`src/flash_seq_map.svh`:
```
// Register offsets, field positions, reset values and timing counts for the flash command sequencer.
// Assumes a byte-wide register port on a 20 MHz clock; included by bare name.
// Function
// - The first step of a sequence is an array write, whose address and data are latched.
// - Erase and blank check ignore the data; page erase acts on the 512-byte page of the address.
// - The smallest erasable unit is a whole 512-byte page.
// - The command register accepts 0x05 blank check, 0x20 byte program and 0x25 burst program.
// - The command register accepts 0x40 page erase and 0x41 mass erase, the only erase codes.
// - Writing 1 to the command-buffer-empty flag clears it and launches the buffered command.
// - Writing 0 to that flag between array write and launch aborts the partial sequence.
// - Such an abort sets the access error flag.
// - A sequence out of the order array write, command write, launch is refused.
// - A command-complete flag shows when the launched command has finished.
`ifndef FLASH_SEQ_MAP_SVH
`define FLASH_SEQ_MAP_SVH

// ----------------------------------------
// Register offsets
// ----------------------------------------
`define OFS_DIVIDER     8'h00
`define OFS_STATUS      8'h01
`define OFS_COMMAND     8'h02
`define OFS_ARRAY_ADDR  8'h03
`define OFS_ARRAY_DATA  8'h04
`define OFS_IRQ_STATUS  8'h05
`define OFS_IRQ_ENABLE  8'h06
`define OFS_IRQ_CLEAR   8'h07
`define OFS_OP_ADDR     8'h08
`define OFS_OP_DATA     8'h09

// ----------------------------------------
// Status register bits and the divider register set bit
// ----------------------------------------
`define BIT_CBE         7
`define BIT_CCF         6
`define BIT_ACCERR      4
`define BIT_DIVSET      7

// ----------------------------------------
// Command codes
// ----------------------------------------
`define CMD_BLANK       8'h05
`define CMD_BYTE        8'h20
`define CMD_BURST       8'h25
`define CMD_PAGE_ERASE  8'h40
`define CMD_MASS_ERASE  8'h41

// ----------------------------------------
// Array geometry, resets and timing
// ----------------------------------------
`define PAGE_BITS       9
`define ADDR_W          16
`define DIV_RESET       7'h00
`define OP_TIME_NS      1000
`define CLK_PERIOD_NS   50
`define OP_CYCLES       ((`OP_TIME_NS + `CLK_PERIOD_NS - 1) / `CLK_PERIOD_NS)

`endif

```
`src/flash_seq_pkg.sv`:
```
// Types for the flash command sequencer.
// Assumes the map header for all numbers.
package flash_seq_pkg;
   typedef enum logic [1:0] {SEQ_IDLE, SEQ_ADDR, SEQ_CMD, SEQ_BUSY} seq_e;
endpackage : flash_seq_pkg

```
`src/flash_command_sequencer.sv`:
```
// Flash command sequencer: latches array write, command and launch, runs a timed array operation.
// Assumes a single-cycle register master on ref_clk and a flash array reached over the op port.
//
// The implementer's own choices: the strobed register port and the register addresses.
`timescale 1ns/1ps
`include "flash_seq_map.svh"

module flash_command_sequencer
   import flash_seq_pkg::*;
(
   // Clock and reset
   input  wire logic               ref_clk,
   input  wire logic               reset,
   // Register port
   input  wire logic [7:0]         regAddr,
   input  wire logic [7:0]         regWdata,
   input  wire logic               regWrite,
   input  wire logic               regRead,
   output logic      [7:0]         regRdata,
   // Array write that opens a sequence
   input  wire logic               arrayWrite,
   input  wire logic [`ADDR_W-1:0] arrayAddr,
   input  wire logic [7:0]         arrayData,
   // Array operation
   output logic                    opStart,
   output logic      [7:0]         opCommand,
   output logic      [`ADDR_W-1:0] opAddr,
   output logic      [7:0]         opData,
   // Interrupt
   output logic                    irq
);

   // ----------------------------------------
   // State
   // ----------------------------------------
   seq_e               state_q,  state_d;
   logic [`ADDR_W-1:0] addr_q;
   logic [7:0]         data_q;
   logic [7:0]         cmd_q;
   logic               cbe_q;
   logic               ccf_q;
   logic               accerr_q;
   logic [6:0]         div_q;
   logic               divSet_q;
   logic [15:0]        opCnt_q;
   logic [2:0]         irqStat_q;
   logic [2:0]         irqEn_q;

   function automatic logic valid_cmd(input logic [7:0] c);
      valid_cmd = (c == `CMD_BLANK) || (c == `CMD_BYTE) || (c == `CMD_BURST)
               || (c == `CMD_PAGE_ERASE) || (c == `CMD_MASS_ERASE);
   endfunction : valid_cmd

   // ----------------------------------------
   // Decode
   // ----------------------------------------
   wire wrStatus  = regWrite && (regAddr == `OFS_STATUS);
   wire wrCommand = regWrite && (regAddr == `OFS_COMMAND);
   wire wrDivider = regWrite && (regAddr == `OFS_DIVIDER);
   wire wrIrqEn   = regWrite && (regAddr == `OFS_IRQ_ENABLE);
   wire wrIrqClr  = regWrite && (regAddr == `OFS_IRQ_CLEAR);
   wire launchWr  = wrStatus && regWdata[`BIT_CBE];
   wire abortWr   = wrStatus && !regWdata[`BIT_CBE];
   wire errClrWr  = wrStatus && regWdata[`BIT_ACCERR];
   // Any departure from order is refused; error flag blocks new sequences
   wire seqOpen   = arrayWrite && (state_q == SEQ_IDLE) && !accerr_q && divSet_q;
   wire cmdOk     = wrCommand && (state_q == SEQ_ADDR) && valid_cmd(regWdata);
   wire doLaunch  = launchWr && (state_q == SEQ_CMD) && !arrayWrite;
   wire doAbort   = abortWr && ((state_q == SEQ_ADDR) || (state_q == SEQ_CMD));
   wire badOrder  = (wrCommand && !cmdOk && state_q != SEQ_BUSY)
                 || (launchWr && (state_q == SEQ_ADDR))
                 || (arrayWrite && (state_q == SEQ_ADDR || state_q == SEQ_CMD));
   wire opDone    = (state_q == SEQ_BUSY) && (opCnt_q == 16'h0001);
   wire errSet    = doAbort || badOrder;
   // Page erase acts on a whole page: low address bits dropped; erase data ignored
   wire isErase   = (cmd_q == `CMD_PAGE_ERASE) || (cmd_q == `CMD_MASS_ERASE);
   wire isNoData  = isErase || (cmd_q == `CMD_BLANK);
   wire [`ADDR_W-1:0] pageAddr = {addr_q[`ADDR_W-1:`PAGE_BITS], {`PAGE_BITS{1'b0}}};
   wire [`ADDR_W-1:0] launchAddr = (cmd_q == `CMD_PAGE_ERASE) ? pageAddr : addr_q;
   wire [2:0] irqEvents = {errSet, opDone, doLaunch};

   always_comb begin
      state_d = state_q;
      case (state_q)
         SEQ_IDLE: begin
            if (seqOpen) state_d = SEQ_ADDR;
         end
         SEQ_ADDR: begin
            if (doAbort || badOrder) state_d = SEQ_IDLE;
            else if (cmdOk) state_d = SEQ_CMD;
         end
         SEQ_CMD: begin
            if (doAbort || badOrder) state_d = SEQ_IDLE;
            else if (doLaunch) state_d = SEQ_BUSY;
         end
         SEQ_BUSY: begin
            if (opDone) state_d = SEQ_IDLE;
         end
         default: state_d = SEQ_IDLE;
      endcase
   end

   // ----------------------------------------
   // Sequence registers
   // ----------------------------------------
   always_ff @(posedge ref_clk) begin
      if (reset) begin
         state_q <= SEQ_IDLE;
         addr_q  <= '0;
         data_q  <= 8'h00;
         cmd_q   <= 8'h00;
      end else begin
         state_q <= state_d;
         if (seqOpen) begin
            addr_q <= arrayAddr;
            data_q <= arrayData;
         end
         if (cmdOk) cmd_q <= regWdata;
      end
   end

   // ----------------------------------------
   // Flags; the accerr set wins over a clear in the same cycle, the launch clear wins for cbe and ccf
   // ----------------------------------------
   always_ff @(posedge ref_clk) begin
      if (reset) begin
         cbe_q    <= 1'b1;
         ccf_q    <= 1'b1;
         accerr_q <= 1'b0;
      end else begin
         if (doLaunch) cbe_q <= 1'b0;
         else if (opDone || doAbort) cbe_q <= 1'b1;
         if (doLaunch) ccf_q <= 1'b0;
         else if (opDone) ccf_q <= 1'b1;
         if (errSet) accerr_q <= 1'b1;
         else if (errClrWr) accerr_q <= 1'b0;
      end
   end

   // ----------------------------------------
   // Divider: first write after reset only
   // ----------------------------------------
   // Later writes ignored so a stray store cannot retime an operation in flight
   always_ff @(posedge ref_clk) begin
      if (reset) begin
         div_q    <= `DIV_RESET;
         divSet_q <= 1'b0;
      end else if (wrDivider && !divSet_q) begin
         div_q    <= regWdata[6:0];
         divSet_q <= 1'b1;
      end
   end

   // ----------------------------------------
   // Array operation timer
   // ----------------------------------------
   // Duration grows by one cycle per divider count so a slow flash clock gives a longer operation
   wire [15:0] opLoad = 16'(`OP_CYCLES) + {9'h000, div_q};

   always_ff @(posedge ref_clk) begin
      if (reset) begin
         opCnt_q   <= 16'h0000;
         opStart   <= 1'b0;
         opCommand <= 8'h00;
         opAddr    <= '0;
         opData    <= 8'h00;
      end else begin
         opStart <= doLaunch;
         if (doLaunch) begin
            opCnt_q   <= opLoad;
            opCommand <= cmd_q;
            opAddr    <= launchAddr;
            opData    <= isNoData ? 8'h00 : data_q;
         end else if (opCnt_q != 16'h0000) begin
            opCnt_q <= opCnt_q - 16'h0001;
         end
      end
   end

   // ----------------------------------------
   // Interrupts: sticky status, enable, write-one clear
   // ----------------------------------------
   always_ff @(posedge ref_clk) begin
      if (reset) begin
         irqStat_q <= 3'h0;
         irqEn_q   <= 3'h0;
         irq       <= 1'b0;
      end else begin
         irqStat_q <= irqEvents | (irqStat_q & ~(wrIrqClr ? regWdata[2:0] : 3'h0));
         if (wrIrqEn) irqEn_q <= regWdata[2:0];
         irq <= |(irqStat_q & irqEn_q);
      end
   end

   // ----------------------------------------
   // Read data, one cycle after the strobe
   // ----------------------------------------
   logic [7:0] rdMux;
   always_comb begin
      case (regAddr)
         `OFS_DIVIDER:    rdMux = {divSet_q, div_q};
         `OFS_STATUS:     rdMux = {cbe_q, ccf_q, 1'b0, accerr_q, 4'h0};
         `OFS_COMMAND:    rdMux = cmd_q;
         `OFS_ARRAY_ADDR: rdMux = addr_q[7:0];
         `OFS_ARRAY_DATA: rdMux = data_q;
         `OFS_IRQ_STATUS: rdMux = {5'h00, irqStat_q};
         `OFS_IRQ_ENABLE: rdMux = {5'h00, irqEn_q};
         `OFS_OP_ADDR:    rdMux = addr_q[15:8];
         default:         rdMux = 8'h00;
      endcase
   end

   always_ff @(posedge ref_clk) begin
      if (reset) regRdata <= 8'h00;
      else regRdata <= regRead ? rdMux : 8'h00;
   end

   // ----------------------------------------
   // Check helpers
   // ----------------------------------------
   // Counted apart from the timer so the length check does not lean on the logic it guards
   logic [7:0] busyLen_q;
   logic [7:0] busyWant_q;

   always_ff @(posedge ref_clk) begin
      if (reset) begin
         busyLen_q  <= 8'h00;
         busyWant_q <= 8'h00;
      end else if (doLaunch) begin
         busyLen_q  <= 8'h00;
         busyWant_q <= 8'(`OP_CYCLES) + {1'b0, div_q};
      end else if (state_q == SEQ_BUSY) begin
         busyLen_q <= busyLen_q + 8'h01;
      end
   end

   // ----------------------------------------
   // Checks
   // ----------------------------------------
   a_launch_clears_cbe: assert property (@(posedge ref_clk) disable iff (reset)
      doLaunch |=> !cbe_q && opStart) else $error("launch did not clear buffer flag");
   a_abort_sets_err: assert property (@(posedge ref_clk) disable iff (reset)
      doAbort |=> accerr_q && state_q == SEQ_IDLE) else $error("abort did not set error");
   a_abort_no_start: assert property (@(posedge ref_clk) disable iff (reset)
      doAbort |=> !opStart && cbe_q) else $error("aborted sequence started");
   a_order_refused: assert property (@(posedge ref_clk) disable iff (reset)
      opStart |-> $past(state_q) == SEQ_CMD) else $error("start out of order");
   a_ccf_low_busy: assert property (@(posedge ref_clk) disable iff (reset)
      doLaunch |=> !ccf_q [*2]) else $error("complete flag not cleared");
   a_ccf_on_done: assert property (@(posedge ref_clk) disable iff (reset)
      opDone |=> ccf_q && cbe_q) else $error("complete flag not set at end");
   a_page_aligned: assert property (@(posedge ref_clk) disable iff (reset)
      opStart && opCommand == `CMD_PAGE_ERASE |-> opAddr[`PAGE_BITS-1:0] == '0)
      else $error("page erase not page aligned");
   a_erase_no_data: assert property (@(posedge ref_clk) disable iff (reset)
      opStart && opCommand != `CMD_BYTE && opCommand != `CMD_BURST |-> opData == 8'h00)
      else $error("erase carried data");
   a_cmd_valid: assert property (@(posedge ref_clk) disable iff (reset)
      cmdOk |=> valid_cmd(cmd_q) && cmd_q == $past(regWdata) && state_q == SEQ_CMD)
      else $error("invalid command latched");
   a_latch_addr: assert property (@(posedge ref_clk) disable iff (reset)
      seqOpen |=> addr_q == $past(arrayAddr) && data_q == $past(arrayData)) else $error("array write not latched");
   a_div_once: assert property (@(posedge ref_clk) disable iff (reset)
      divSet_q |=> $stable(div_q)) else $error("divider rewritten");

   // ----------------------------------------
   // Refusal, timing, busy flag and op field checks
   // ----------------------------------------
   a_bad_code_refused: assert property (@(posedge ref_clk) disable iff (reset)
      wrCommand && state_q == SEQ_ADDR && !valid_cmd(regWdata) |=> accerr_q && state_q == SEQ_IDLE)
      else $error("invalid command code accepted");
   a_early_launch: assert property (@(posedge ref_clk) disable iff (reset)
      launchWr && state_q == SEQ_ADDR |=> accerr_q && !opStart && state_q == SEQ_IDLE)
      else $error("launch without command accepted");
   a_second_write: assert property (@(posedge ref_clk) disable iff (reset)
      arrayWrite && state_q == SEQ_CMD |=> accerr_q && !opStart && state_q == SEQ_IDLE)
      else $error("second array write accepted");
   a_error_blocks_open: assert property (@(posedge ref_clk) disable iff (reset)
      arrayWrite && accerr_q && state_q == SEQ_IDLE |=> state_q == SEQ_IDLE)
      else $error("sequence opened with error set");
   a_err_set_wins: assert property (@(posedge ref_clk) disable iff (reset)
      errSet |=> accerr_q)
      else $error("error flag not set");
   a_busy_flags: assert property (@(posedge ref_clk) disable iff (reset)
      state_q == SEQ_BUSY |-> !cbe_q && !ccf_q)
      else $error("flags not cleared while busy");
   a_busy_min_time: assert property (@(posedge ref_clk) disable iff (reset)
      doLaunch |=> ##19 (state_q == SEQ_BUSY && !ccf_q))
      else $error("operation ended early");
   a_done_in_time: assert property (@(posedge ref_clk) disable iff (reset)
      doLaunch |=> ##[20:147] ccf_q)
      else $error("operation did not end in time");
   a_op_length: assert property (@(posedge ref_clk) disable iff (reset)
      opDone |-> (busyLen_q + 8'h01) == busyWant_q)
      else $error("operation length wrong");
   a_op_fields_hold: assert property (@(posedge ref_clk) disable iff (reset)
      !opStart |-> $stable(opCommand) && $stable(opAddr)
                && $stable(opData))
      else $error("op fields changed without launch");
   a_byte_latched: assert property (@(posedge ref_clk) disable iff (reset)
      doLaunch && cmd_q == `CMD_BYTE
      |=> opAddr == $past(addr_q) && opData == $past(data_q))
      else $error("program lost latched address or data");

endmodule : flash_command_sequencer

```
`config.mk`:
```
export PLATFORM = sky130hd
export DESIGN_NAME = flash_command_sequencer
export DESIGN_NICKNAME = d
export VERILOG_FILES = /design/src/flash_seq_pkg.sv /design/src/flash_command_sequencer.sv
export VERILOG_INCLUDE_DIRS = /design/src
export SDC_FILE = /design/constraint.sdc
export NUM_CORES = 1
export LEC_CHECK = 0
export ABC_AREA = 0
export BUFFER_PORTS_ARGS = -buffer_cell sky130_fd_sc_hd__buf_4
export CAP_MARGIN = 25
export CELL_PAD_IN_SITES_DETAIL_PLACEMENT = 1
export CELL_PAD_IN_SITES_GLOBAL_PLACEMENT = 1
export CORE_UTILIZATION = 41
export DETAILED_ROUTE_END_ITERATION = 8
export GPL_TIMING_DRIVEN = 0
export PLACE_DENSITY_LB_ADDON = 0.12
export SETUP_SLACK_MARGIN = 0.5
export SLEW_MARGIN = 5
export SYNTH_ARGS = -nofsm -noshare
export SYNTH_HDL_FRONTEND = slang
export SYNTH_SLANG_ARGS = --single-unit
```
`constraint.sdc`:
```
create_clock -name ref_clk -period 3.3 [get_ports ref_clk]
set_input_delay 0.66 -clock ref_clk [delete_from_list [all_inputs] [get_ports ref_clk]]
set_output_delay 0.66 -clock ref_clk [all_outputs]
set_load 0.005 [all_outputs]
```
==> impl_metrics.tcl, run 1 <==
set metrics [dict create \
    area_growth_pct 23.8 \
    grt_first_pass_wirelength_mm 23.6 \
    ant_nets 0 \
    ports_placed_on_the_boundary 87 \
    power_density_cells_nw_per_um2 554 \
    critPathCaptureType "register" \
    globalRouteTotalUtil_pct 27.0 \
    ctsHoldBuffers 0 \
    first_iter_violations 255 \
    place_worst_setup_slack_ps 142 \
    synth_area_leader_cell "sky130_fd_sc_hd__dfxtp_1" \
    route.detailed.drc 0 \
    clock_sink_count 109 \
    grt_max_degree 19 \
    synthesis.instances 536 \
    fp.coreArea_sq_um 10900 \
    clk_pin_slew_worst_paths_ps 70 \
    syn-mean-instance-area_sq_um 8.68 \
    n_antenna_cell 0 \
    antenna_found_initial 0 \
    timing.final.max_slew_violations 0 \
    layout_min_cycle_time_ps 2680 \
    placed_area_sq_um 5470 \
    worstMarginPinSlew_ps 856 \
    fp.dieH_microns 109 \
    cts_tree "built" \
    first_global_vias 4478 \
    layout_worst_path_cycle_share_pct 81.2 \
    synth_cell_types 55 \
    syn-cell-area_sq_um 4650 \
    finalWeightedCongestion 0.867 \
    synthFlopType "sky130_fd_sc_hd__dfxtp_1" \
    clk-insertion-delay-late_ps 360 \
    routedWlPerCell_microns 19.1 \
    finish.utilization_pct 52.7 \
    synth_top_area_share_pct 46.9 \
    hold_slack_ps 456 \
    run_status "finished, final reports clean" \
    final_stage_net_count 685 \
    power.static_leakage_nw 2.19 \
    ys_seq_area_share_pct 46.9 \
    synth.most_common_cell "sky130_fd_sc_hd__dfxtp_1" \
    timing.final.setup_violations 0 \
    critical_path_required_ps 3590 \
    max_clock_freq_mhz 373 \
    yosysWarningCount 0 \
    rsz_0062_raised_after_global_routing "no" \
    startpoint_type "input port" \
    die-width_microns 109 \
    max_cap_viol_count 0 \
    vdd_drop_max_v 0.000305 \
    yosys-top-cells-area "sky130_fd_sc_hd__dfxtp_1 (47%), sky130_fd_sc_hd__nand2_1 (8.3%), sky130_fd_sc_hd__a21oi_1 (7.0%)" \
    number_of_enable_flip_flop_cells_after_synthesis 0 \
    worst_min_path_class "register to register" \
    path_max_fanout 8 \
    detailedRoute.firstPassIterationCount 5 \
    clock-root-buffer "sky130_fd_sc_hd__clkbuf_16" \
    synth_fp_nets 588 \
    final.setup.worst_slack_ps 621 \
    slew_headroom_pct 42.5 \
    critical_path_class "input port to register" \
    portBuffers 85 \
    worst_case_clock_buffer_depth 2 \
    initial_core_util_pct 42.5 \
    skew_ps 10.5 \
    totalWireLength_mm 14.8 \
    vias 4316 \
    totalNegativeSetupSlack_ps 0 \
    netlist_top_cells_count "sky130_fd_sc_hd__dfxtp_1 (109), sky130_fd_sc_hd__nand2_1 (103), sky130_fd_sc_hd__a21oi_1 (65), sky130_fd_sc_hd__nor2_1 (41), sky130_fd_sc_hd__clkbuf_1 (19)" \
    synth-seq-cells 109 \
    synthArstFlopShare_pct 0 \
    placementRows 38 \
    cts_max_level 3 \
    finalHoldViolCount 0 \
    critical_path_arrival_ps 2970 \
    dieArea_sq_um 11800 \
    final_design_area_no_fill_sq_um 5760 \
    gr-total-overflow 0 \
    post-dp-hpwl_mm 11.3 \
    drt-vias-per-instance 5.55 \
    post_route_cells_drive_above_1_share_pct 18.8 \
    cts_buffers 9 \
]
[cells in the final DEF (no fill, tap or decap), types with 4 or more instances in the layout]
cell / n
sky130_fd_sc_hd__a21oi_1: 65
sky130_fd_sc_hd__a222oi_1: 6
sky130_fd_sc_hd__a22o_1: 17
sky130_fd_sc_hd__a22oi_1: 6
sky130_fd_sc_hd__a31oi_1: 5
sky130_fd_sc_hd__and2_1: 5
sky130_fd_sc_hd__buf_4: 87
sky130_fd_sc_hd__clkbuf_1: 20
sky130_fd_sc_hd__clkbuf_16: 9
sky130_fd_sc_hd__dfxtp_1: 109
sky130_fd_sc_hd__ha_1: 7
sky130_fd_sc_hd__inv_1: 16
sky130_fd_sc_hd__mux2i_1: 12
sky130_fd_sc_hd__nand2_1: 103
sky130_fd_sc_hd__nand2b_1: 6
sky130_fd_sc_hd__nand3_1: 7
sky130_fd_sc_hd__nor2_1: 40
sky130_fd_sc_hd__nor3_1: 15
sky130_fd_sc_hd__nor3_4: 4
sky130_fd_sc_hd__nor4_1: 8
sky130_fd_sc_hd__o21ai_0: 11
sky130_fd_sc_hd__or3_1: 4
sky130_fd_sc_hd__xnor2_1: 11
sky130_fd_sc_hd__xor2_1: 6
[state kept, by name, indices dropped and copies added, names as in the netlist]
register and flops:
accerr_q 1, addr_q 16, cbe_q 1, ccf_q 1
cmd_q 8, data_q 8, divSet_q 1, div_q 7
irq 1, irqEn_q 3, irqStat_q 3, opAddr 16
opCnt_q 16, opCommand 8, opData 8, opStart 1
regRdata 8, state_q 2
[final cells by class]
type,instances,area (sq um)
Multi-Input combinational cell,385,2290
Sequential cell,109,2180
Timing Repair Buffer,86,643
Fill cell,1345,5180
Tap cell,140,175
Clock inverter,5,41.3
Clock buffer,11,233
Inverter,16,60.1
Buffer,26,130
[metal layers]
| layer | global-route usage, % | routed length (microns) | up-vias |
|---|---|---|---|
| li1 | - | - | 2085 |
| met1 | 34.6 | 6530 | 2101 |
| met2 | 46.0 | 7310 | 113 |
| met3 | 4.22 | 756 | 17 |
| met4 | 8.98 | 248 | 0 |
| met5 | 0 | 0 | - |
[cells by family after synthesis]
logic type / share of synthesized area (%)
AO/OA/AOI/OAI: 18.2
multiplexers: 3.55
XOR/XNOR: 3.20
adder cells (fa/ha/maj): 1.88
buffers and inverters: 4.06
flip-flops: 46.9
AND/OR/NAND/NOR: 22.2
[where the power goes]
part	internal [mW]	switching, mW	total, mW
clock network	0.522	0.512	1.03
logic	0.299	0.393	0.692
registers	1.39	0.0761	1.46
total	2.21	0.982	3.19
[per-stage QoR]
| stage | instances | power, mW |
|---|---|---|
| 2_1_floorplan | 536 | 1.96 |
| 3_3_place_gp | 761 | 2.12 |
| 3_5_place_dp | 762 | 2.16 |
| 4_1_cts | 778 | 3.20 |
| 5_1_grt | 778 | 3.33 |
| 6_report | 778 | 3.19 |
[critical path, cell delays in order]
cell	delay, ps
sky130_fd_sc_hd__buf_4	110
sky130_fd_sc_hd__or4_4	560
sky130_fd_sc_hd__nor3_4	280
sky130_fd_sc_hd__nand4b_1	570
sky130_fd_sc_hd__nor3_4	580
sky130_fd_sc_hd__a22o_1	200
[timing repair]
action                                  CTS  global route
hold endpoints to repair                  0             0
endpoints found under the setup margin    0            18
buffers inserted                          0             0
resized for setup                         0             5
[worst paths after layout]
check	slack [ps]	cells past startpoint	end	start
max	620	6	opData[2]$_SDFFE_PP0P_	regAddr[5]
min	460	2	opAddr[13]$_SDFFE_PP0P_	opAddr[13]$_SDFFE_PP0P_
min reg2reg	460	2	opAddr[13]$_SDFFE_PP0P_	opAddr[13]$_SDFFE_PP0P_
max reg2reg	930	6	opCnt_q[11]$_SDFFE_PP0P_	opCnt_q[2]$_SDFFE_PP0P_
No activity file was read; power rests on OpenSTA's default activity.
==> run 2, diff against run 1 <==
--- a/config.mk
+++ b/config.mk
@@ -6,12 +6,12 @@
 export SDC_FILE = /design/constraint.sdc
 export NUM_CORES = 1
 export LEC_CHECK = 0
-export ABC_AREA = 0
+export ABC_AREA = 1
 export BUFFER_PORTS_ARGS = -buffer_cell sky130_fd_sc_hd__buf_4
 export CAP_MARGIN = 25
 export CELL_PAD_IN_SITES_DETAIL_PLACEMENT = 1
 export CELL_PAD_IN_SITES_GLOBAL_PLACEMENT = 1
-export CORE_UTILIZATION = 41
+export CORE_UTILIZATION = 36
 export DETAILED_ROUTE_END_ITERATION = 8
 export GPL_TIMING_DRIVEN = 0
 export PLACE_DENSITY_LB_ADDON = 0.12
==> constraint.sdc (replaced) <==
create_clock -name ref_clk -period 2.39 [get_ports ref_clk]
set_input_delay 0.478 -clock ref_clk [delete_from_list [all_inputs] [get_ports ref_clk]]
set_output_delay 0.478 -clock ref_clk [all_outputs]
set_load 0.005 [all_outputs]
==> impl_metrics.tcl, run 2 <==
set metrics [dict create \
    critical-path-top-delay-family "simple AND/OR/NAND/NOR gates" \
    gr-total-overflow 0 \
    worstMarginPinSlew_ps 733 \
    vdd_drop_max_v 0.000409 \
    max_clock_freq_mhz 551 \
    synth_top_area_share_pct 47.7 \
    worst_min_path_class "input port to register" \
    layout_worst_path_cycle_share_pct 76.0 \
    critPathCaptureType "register" \
    drt-vias-per-instance 5.21 \
    yosysWarningCount 0 \
    clock-root-buffer "sky130_fd_sc_hd__clkbuf_16" \
    post_route_cells_drive_above_1_share_pct 22.1 \
    share_clk_of_total_power_pct 33.9 \
    number_of_enable_flip_flop_cells_after_synthesis 0 \
    cts_max_level 3 \
    antenna_found_initial 0 \
    grt_first_pass_wirelength_mm 23.3 \
    power.static_leakage_nw 2.54 \
    placementRows 40 \
    synth_area_leader_cell "sky130_fd_sc_hd__dfxtp_1" \
    worst_path_max_delay_cell "sky130_fd_sc_hd__buf_2" \
    biggestRegsByFlops "addr_q: 16 flops, opAddr: 16 flops, opCnt_q: 16 flops" \
    vias 4426 \
    first_iter_violations 220 \
    power_report.internal_total_mw 3.48 \
    ports_placed_on_the_boundary 87 \
    worst_case_clock_buffer_depth 2 \
    cp_slowest_stage_delay_ps 250 \
    critical_path_class "input port to register" \
    portBuffers 86 \
    startpoint_type "input port" \
    rsz_0062_raised_after_global_routing "yes" \
    ys_seq_area_share_pct 47.7 \
    syn-mean-instance-area_sq_um 7.97 \
    detailedRoute.firstPassIterationCount 4 \
    final_stage_net_count 729 \
    skew_ps 9.64 \
    cts_buffers 9 \
    fp.coreArea_sq_um 12200 \
    critical_path_arrival_ps 2060 \
    cts_tree "built" \
    synth_fp_nets 626 \
    syn-cell-area_sq_um 4580 \
    post-dp-hpwl_mm 11.4 \
    area_growth_pct 29.0 \
    layout_min_cycle_time_ps 1820 \
    clk-insertion-delay-late_ps 360 \
    die-width_microns 115 \
    timing.final.setup_violations 0 \
    place_worst_setup_slack_ps 10.8 \
    path_max_fanout 10 \
    synth-seq-cells 109 \
    clock_sink_count 109 \
    flop_pwr_share_pct 40.8 \
    power.combinational.fraction_pct 25.3 \
    finish.utilization_pct 48.4 \
    first_global_vias 4390 \
    globalRouteTotalUtil_pct 23.7 \
    finalWeightedCongestion 0.897 \
    initial_core_util_pct 37.5 \
    critical_path.cell_chain "buf_4 -> nor2_1 -> nand2_1 -> nor2_2 -> nand3_2 -> inv_2 -> nand3_1 -> buf_2 -> o21ai_0 -> a21oi_1" \
    synthFlopType "sky130_fd_sc_hd__dfxtp_1" \
    power_density_cells_nw_per_um2 857 \
    p_switching_mw 1.58 \
    netlist_top_cells_count "sky130_fd_sc_hd__dfxtp_1 (109), sky130_fd_sc_hd__nor2_1 (82), sky130_fd_sc_hd__nand2_1 (73), sky130_fd_sc_hd__inv_1 (69), sky130_fd_sc_hd__o21ai_0 (60)" \
    power_switching_share_pct 31.1 \
    slew_headroom_pct 50.8 \
    routedWlPerCell_microns 17.6 \
    dieArea_sq_um 13200 \
    clk_pin_slew_worst_paths_ps 80 \
    worst-path-buf-inv 3 \
    synthArstFlopShare_pct 0 \
    n_antenna_cell 0 \
    critical_path_required_ps 2640 \
    totalWireLength_mm 15.0 \
    timing.final.max_slew_violations 0 \
    grt_max_degree 18 \
    ctsHoldBuffers 0 \
    totalNegativeSetupSlack_ps 0 \
    run_status "finished, final reports clean" \
    synth_cell_types 37 \
    route.detailed.drc 0 \
    final.setup.worst_slack_ps 575 \
    layout_commonest_cell "sky130_fd_sc_hd__dfxtp_1" \
    fp.dieH_microns 115 \
    ant_nets 0 \
    synthesis.instances 574 \
    yosys-top-cells-area "sky130_fd_sc_hd__dfxtp_1 (48%), sky130_fd_sc_hd__nor2_1 (6.7%), sky130_fd_sc_hd__o21ai_0 (6.6%)" \
    final_cell_mix "sky130_fd_sc_hd__dfxtp_1 (108), sky130_fd_sc_hd__buf_4 (94), sky130_fd_sc_hd__nor2_1 (77)" \
    max_cap_viol_count 0 \
    finalHoldViolCount 0 \
    synth.most_common_cell "sky130_fd_sc_hd__dfxtp_1" \
]
-- run 2: cell count changes after synthesis, sizes merged, moves of 20 or more --
cell,previous run,this run
nor2,42,87
a32o,0,20
inv,16,72
a21oi,65,44
o21ai,12,62
nand2,103,75
-- run 2: what timing repair did --
action                                  4_1_cts  5_1_grt
buffers inserted                              2        4
resized for setup                            11       28
pin swaps                                     2        5
hold endpoints to repair                      0        0
endpoints found under the setup margin       65       58
-- run 2: routing by layer --
layer  part of all wire (%)  vias up  track usage [%]
li1                       -     2128                -
met1                     45     2149             30.9
met2                     47      125             39.1
met3                    5.2       24             5.22
met4                    2.1        0             7.36
met5                      0        -                0
-- run 2: worst paths after layout --
check,cells past startpoint,from,to,slack (ps)
worst max register to register,9,state_q[1]$_SDFFE_PP0P_,state_q[1]$_SDFFE_PP0P_,580
worst max-delay path,10,regAddr[5],div_q[4]$_SDFFE_PP0P_,570
worst min register to register,2,opCommand[4]$_SDFFE_PP0P_,opCommand[4]$_SDFFE_PP0P_,460
worst min-delay path,3,arrayData[6],data_q[6]$_SDFFE_PP0P_,350
-- run 2: stage by stage --
stage | total power, mW | instance area (sq um) | std cells | hold slack [ps]
final | 5.06 | 5900 | 850 | 347
after global routing | 5.34 | 5900 | 850 | 354
after CTS | 4.94 | 5810 | 846 | 342
after detailed placement | 3.20 | 5430 | 828 | 446
after global placement | 3.15 | 5430 | 828 | 444
after floorplan | 2.89 | 4580 | 574 | 437
-- run 2: layout make-up --
| class | count | area (sq um) |
|---|---|---|
| repair buffers | 92 | 691 |
| well taps | 168 | 210 |
| plain buffers | 17 | 86.3 |
| fillers | 1539 | 6310 |
| multi-input cells | 376 | 2120 |
| inverters | 72 | 273 |
| flip-flops and latches | 109 | 2190 |
| clock inverters | 6 | 109 |
| clock buffers | 10 | 229 |
-- run 2: kinds of logic after synthesis --
family / after synthesis / synth area share, %
simple gates: 206 / 20.3
flops: 109 / 47.7
xor+xnor: 13 / 2.49
compound gates: 150 / 20.1
buf+inv: 89 / 7.57
fa+ha+maj: 7 / 1.91
-- run 2: worst min-delay path, stage by stage --
cell	delay [ps]
sky130_fd_sc_hd__buf_4	80
sky130_fd_sc_hd__nor2_1	30
sky130_fd_sc_hd__nor2_1	80
-- run 2: power by group through the flow --
stage                     combinational, mW  clock [mW]  sequential (mW)
after floorplan                       0.823           0             2.07
after global placement                 1.06           0             2.09
after detailed placement               1.10           0             2.10
after CTS                              1.13        1.75             2.06
after global routing                   1.44        1.81             2.09
final                                  1.28        1.71             2.07
==> run 3, diff against run 2 <==
--- a/config.mk
+++ b/config.mk
@@ -11,7 +11,7 @@
 export CAP_MARGIN = 25
 export CELL_PAD_IN_SITES_DETAIL_PLACEMENT = 1
 export CELL_PAD_IN_SITES_GLOBAL_PLACEMENT = 1
-export CORE_UTILIZATION = 36
+export CORE_UTILIZATION = 40
 export DETAILED_ROUTE_END_ITERATION = 8
 export GPL_TIMING_DRIVEN = 0
 export PLACE_DENSITY_LB_ADDON = 0.12
==> constraint.sdc (replaced) <==
create_clock -name ref_clk -period 1.71 [get_ports ref_clk]
set_input_delay 0.342 -clock ref_clk [delete_from_list [all_inputs] [get_ports ref_clk]]
set_output_delay 0.342 -clock ref_clk [all_outputs]
set_load 0.005 [all_outputs]
==> impl_metrics.tcl, run 3 (synthesized netlist as in run 2, its figures left out) <==
set metrics [dict create \
    worst_min_path_class "input port to register" \
    first_iter_violations 660 \
    ports_placed_on_the_boundary 87 \
    globalRouteTotalUtil_pct 32.4 \
    final_cell_mix "sky130_fd_sc_hd__buf_4 (124), sky130_fd_sc_hd__dfxtp_1 (85), sky130_fd_sc_hd__inv_1 (44)" \
    n_antenna_cell 0 \
    cts_max_level 3 \
    initial_core_util_pct 41.7 \
    routed-wl-met3_mm 2.50 \
    slew_headroom_pct 33.6 \
    max_clock_freq_mhz 556 \
    finalWeightedCongestion 0.952 \
    wl_met2_mm 13.4 \
    route.detailed.drc 0 \
    fp.dieH_microns 109 \
    post_route_cells_drive_above_1_share_pct 60.5 \
    setup.worst_path.start "opCnt_q[0]$_SDFFE_PP0P_" \
    power.combinational.fraction_pct 43.9 \
    cts_tree "built" \
    clock-root-buffer "sky130_fd_sc_hd__clkbuf_16" \
    dieArea_sq_um 11900 \
    fp.coreArea_sq_um 11000 \
    crit-reg2reg-launch "opCnt_q[0]$_SDFFE_PP0P_" \
    timing.final.setup_violations 4 \
    clk_pin_slew_worst_paths_ps 90 \
    path_max_fanout 3 \
    rsz_0062_raised_after_global_routing "yes" \
    antenna_found_initial 0 \
    cts_buffers 9 \
    flop_pwr_share_pct 32.4 \
    die-width_microns 109 \
    p_switching_mw 3.71 \
    detail_route.wirelength.met1_mm 9.76 \
    grt_first_pass_wirelength_mm 28.2 \
    biggestRegsByFlops "addr_q: 16 flops, opAddr: 16 flops, opCnt_q: 16 flops" \
    detailedRoute.firstPassIterationCount 5 \
    critical_path_class "register to register" \
    final.setup.worst_slack_ps -88.5 \
    area_growth_pct 76.9 \
    startpoint_type "register" \
    hold-path-cell-count 3 \
    highest_layer "met4" \
    failed_checks "setup timing" \
    share_clk_of_total_power_pct 23.7 \
    instance_count_after_placement_with_tap_cells_included 800 \
    power_report.internal_total_mw 5.73 \
    placementRows 38 \
    power_switching_share_pct 39.3 \
    layout_commonest_cell "sky130_fd_sc_hd__buf_4" \
    routedWlPerCell_microns 30.7 \
    final_design_area_no_fill_sq_um 8100 \
    critPathCaptureType "register" \
    skew_ps 12.5 \
    hold_slack_ps 185 \
    final_stage_net_count 809 \
    critical_path.endpoint "opCnt_q[15]$_SDFFE_PP0P_" \
    post_layout_nonfiller_instances 902 \
    layout_min_cycle_time_ps 1800 \
    totalWireLength_mm 27.7 \
    vias 5828 \
    ctsHoldBuffers 0 \
    worst_case_clock_buffer_depth 2 \
    first_global_vias 5129 \
    vdd_drop_max_v 0.00177 \
    ant_nets 0 \
    critical_path_required_ps 1980 \
    regToRegSetupSlack_ps -90 \
    max_cap_viol_count 0 \
    critical_path_arrival_ps 2070 \
    gr-total-overflow 0 \
    clk-insertion-delay-late_ps 380 \
    worstMarginPinSlew_ps 996 \
    timing.final.max_slew_violations 0 \
    grt_max_degree 19 \
    r2r-end "opCnt_q[15]$_SDFFE_PP0P_" \
    run_status "finished, violations left" \
    fill_cells 1113 \
    layout_worst_path_cycle_share_pct 105 \
    post-dp-hpwl_mm 11.2 \
    portBuffers 86 \
    worst-r2r-cell-count 9 \
    power.static_leakage_nw 3.37 \
    finalHoldViolCount 0 \
    placed_area_sq_um 5650 \
    power_density_cells_nw_per_um2 1170 \
    clock_sink_count 109 \
    drt-vias-per-instance 6.46 \
]
run 3: cell types whose count changed in the layout (fill, tap and decap cells not counted), moves of 29 or more:
| cell | change |
|---|---|
| sky130_fd_sc_hd__o21ai_0 | -49 |
| sky130_fd_sc_hd__nor2_1 | -38 |
| sky130_fd_sc_hd__buf_6 | +37 |
| sky130_fd_sc_hd__a21oi_1 | -33 |
| sky130_fd_sc_hd__nor2_4 | +33 |
| sky130_fd_sc_hd__a21oi_2 | +32 |
| sky130_fd_sc_hd__nand2_1 | -31 |
| sky130_fd_sc_hd__buf_4 | +30 |
| sky130_fd_sc_hd__o21ai_2 | +29 |
run 3: worst min path at each step:
stage                                         start                        end  slack, ps
after floorplan              data_q[7]$_SDFFE_PP0P_     data_q[7]$_SDFFE_PP0P_        440
after CTS                              arrayData[2]     data_q[2]$_SDFFE_PP0P_        210
after global routing                   arrayAddr[9]     addr_q[9]$_SDFFE_PP0P_        210
after global placement    opCommand[4]$_SDFFE_PP0P_  opCommand[4]$_SDFFE_PP0P_        440
final                                  arrayData[3]     data_q[3]$_SDFFE_PP0P_        180
after detailed placement  opCommand[4]$_SDFFE_PP0P_  opCommand[4]$_SDFFE_PP0P_        450
run 3: metal layers:
layer,vias up,GRT usage [%]
met3,171,4.72
met1,2888,40.0
met4,0,15.3
met5,-,0
li1,2307,-
met2,462,55.0
run 3: repair_timing:
item,CTS,global route
pin swaps,61,75
buffers inserted,43,32
hold endpoints to repair,0,0
setup endpoints to repair,110,113
cloned,7,4
resized for setup,155,261
run 3: power by group through the flow:
stage	Sequential (mW)	Clock, mW	Combinational (mW)
2_1_floorplan	2.93	0	1.44
6_report	3.06	2.24	4.15
3_3_place_gp	2.96	0	1.78
3_5_place_dp	2.97	0	1.87
5_1_grt	3.07	2.28	4.30
4_1_cts	2.97	2.08	2.86
run 3: critical path: stages, from the launching register on:
cell,delay [ps]
sky130_fd_sc_hd__dfxtp_4,370
sky130_fd_sc_hd__nor2_4,100
sky130_fd_sc_hd__nand4_1,130
sky130_fd_sc_hd__nor2_1,140
sky130_fd_sc_hd__inv_1,80
sky130_fd_sc_hd__nor3_2,200
sky130_fd_sc_hd__nand3b_1,180
sky130_fd_sc_hd__nor2_2,200
sky130_fd_sc_hd__nand2_1,120
sky130_fd_sc_hd__nor3b_2,170
run 3: area by class of cell:
class / instances / area, sq um / share of cell area [%]
clock inverters: 6 / 46.3 / 0.572
plain buffers: 17 / 231 / 2.86
inverters: 72 / 315 / 3.89
well taps: 140 / 175 / 2.16
flip-flops and latches: 109 / 2230 / 27.5
clock buffers: 10 / 239 / 2.95
multi-input cells: 376 / 3270 / 40.4
repair inverters: 1 / 16.3 / 0.201
repair buffers: 171 / 1570 / 19.4
run 3: stage by stage:
step           setup slack [ps]  util, %  setup TNS [ps]  power [mW]
6_report                  -88.5     73.7            -171        9.44
5_1_grt                    -169     73.7           -1820        9.65
4_1_cts                    98.8     63.0               0        7.90
3_5_place_dp               -417     51.5          -20420        4.84
3_3_place_gp               -395     51.5          -18010        4.74
2_1_floorplan              94.8        -               0        4.37
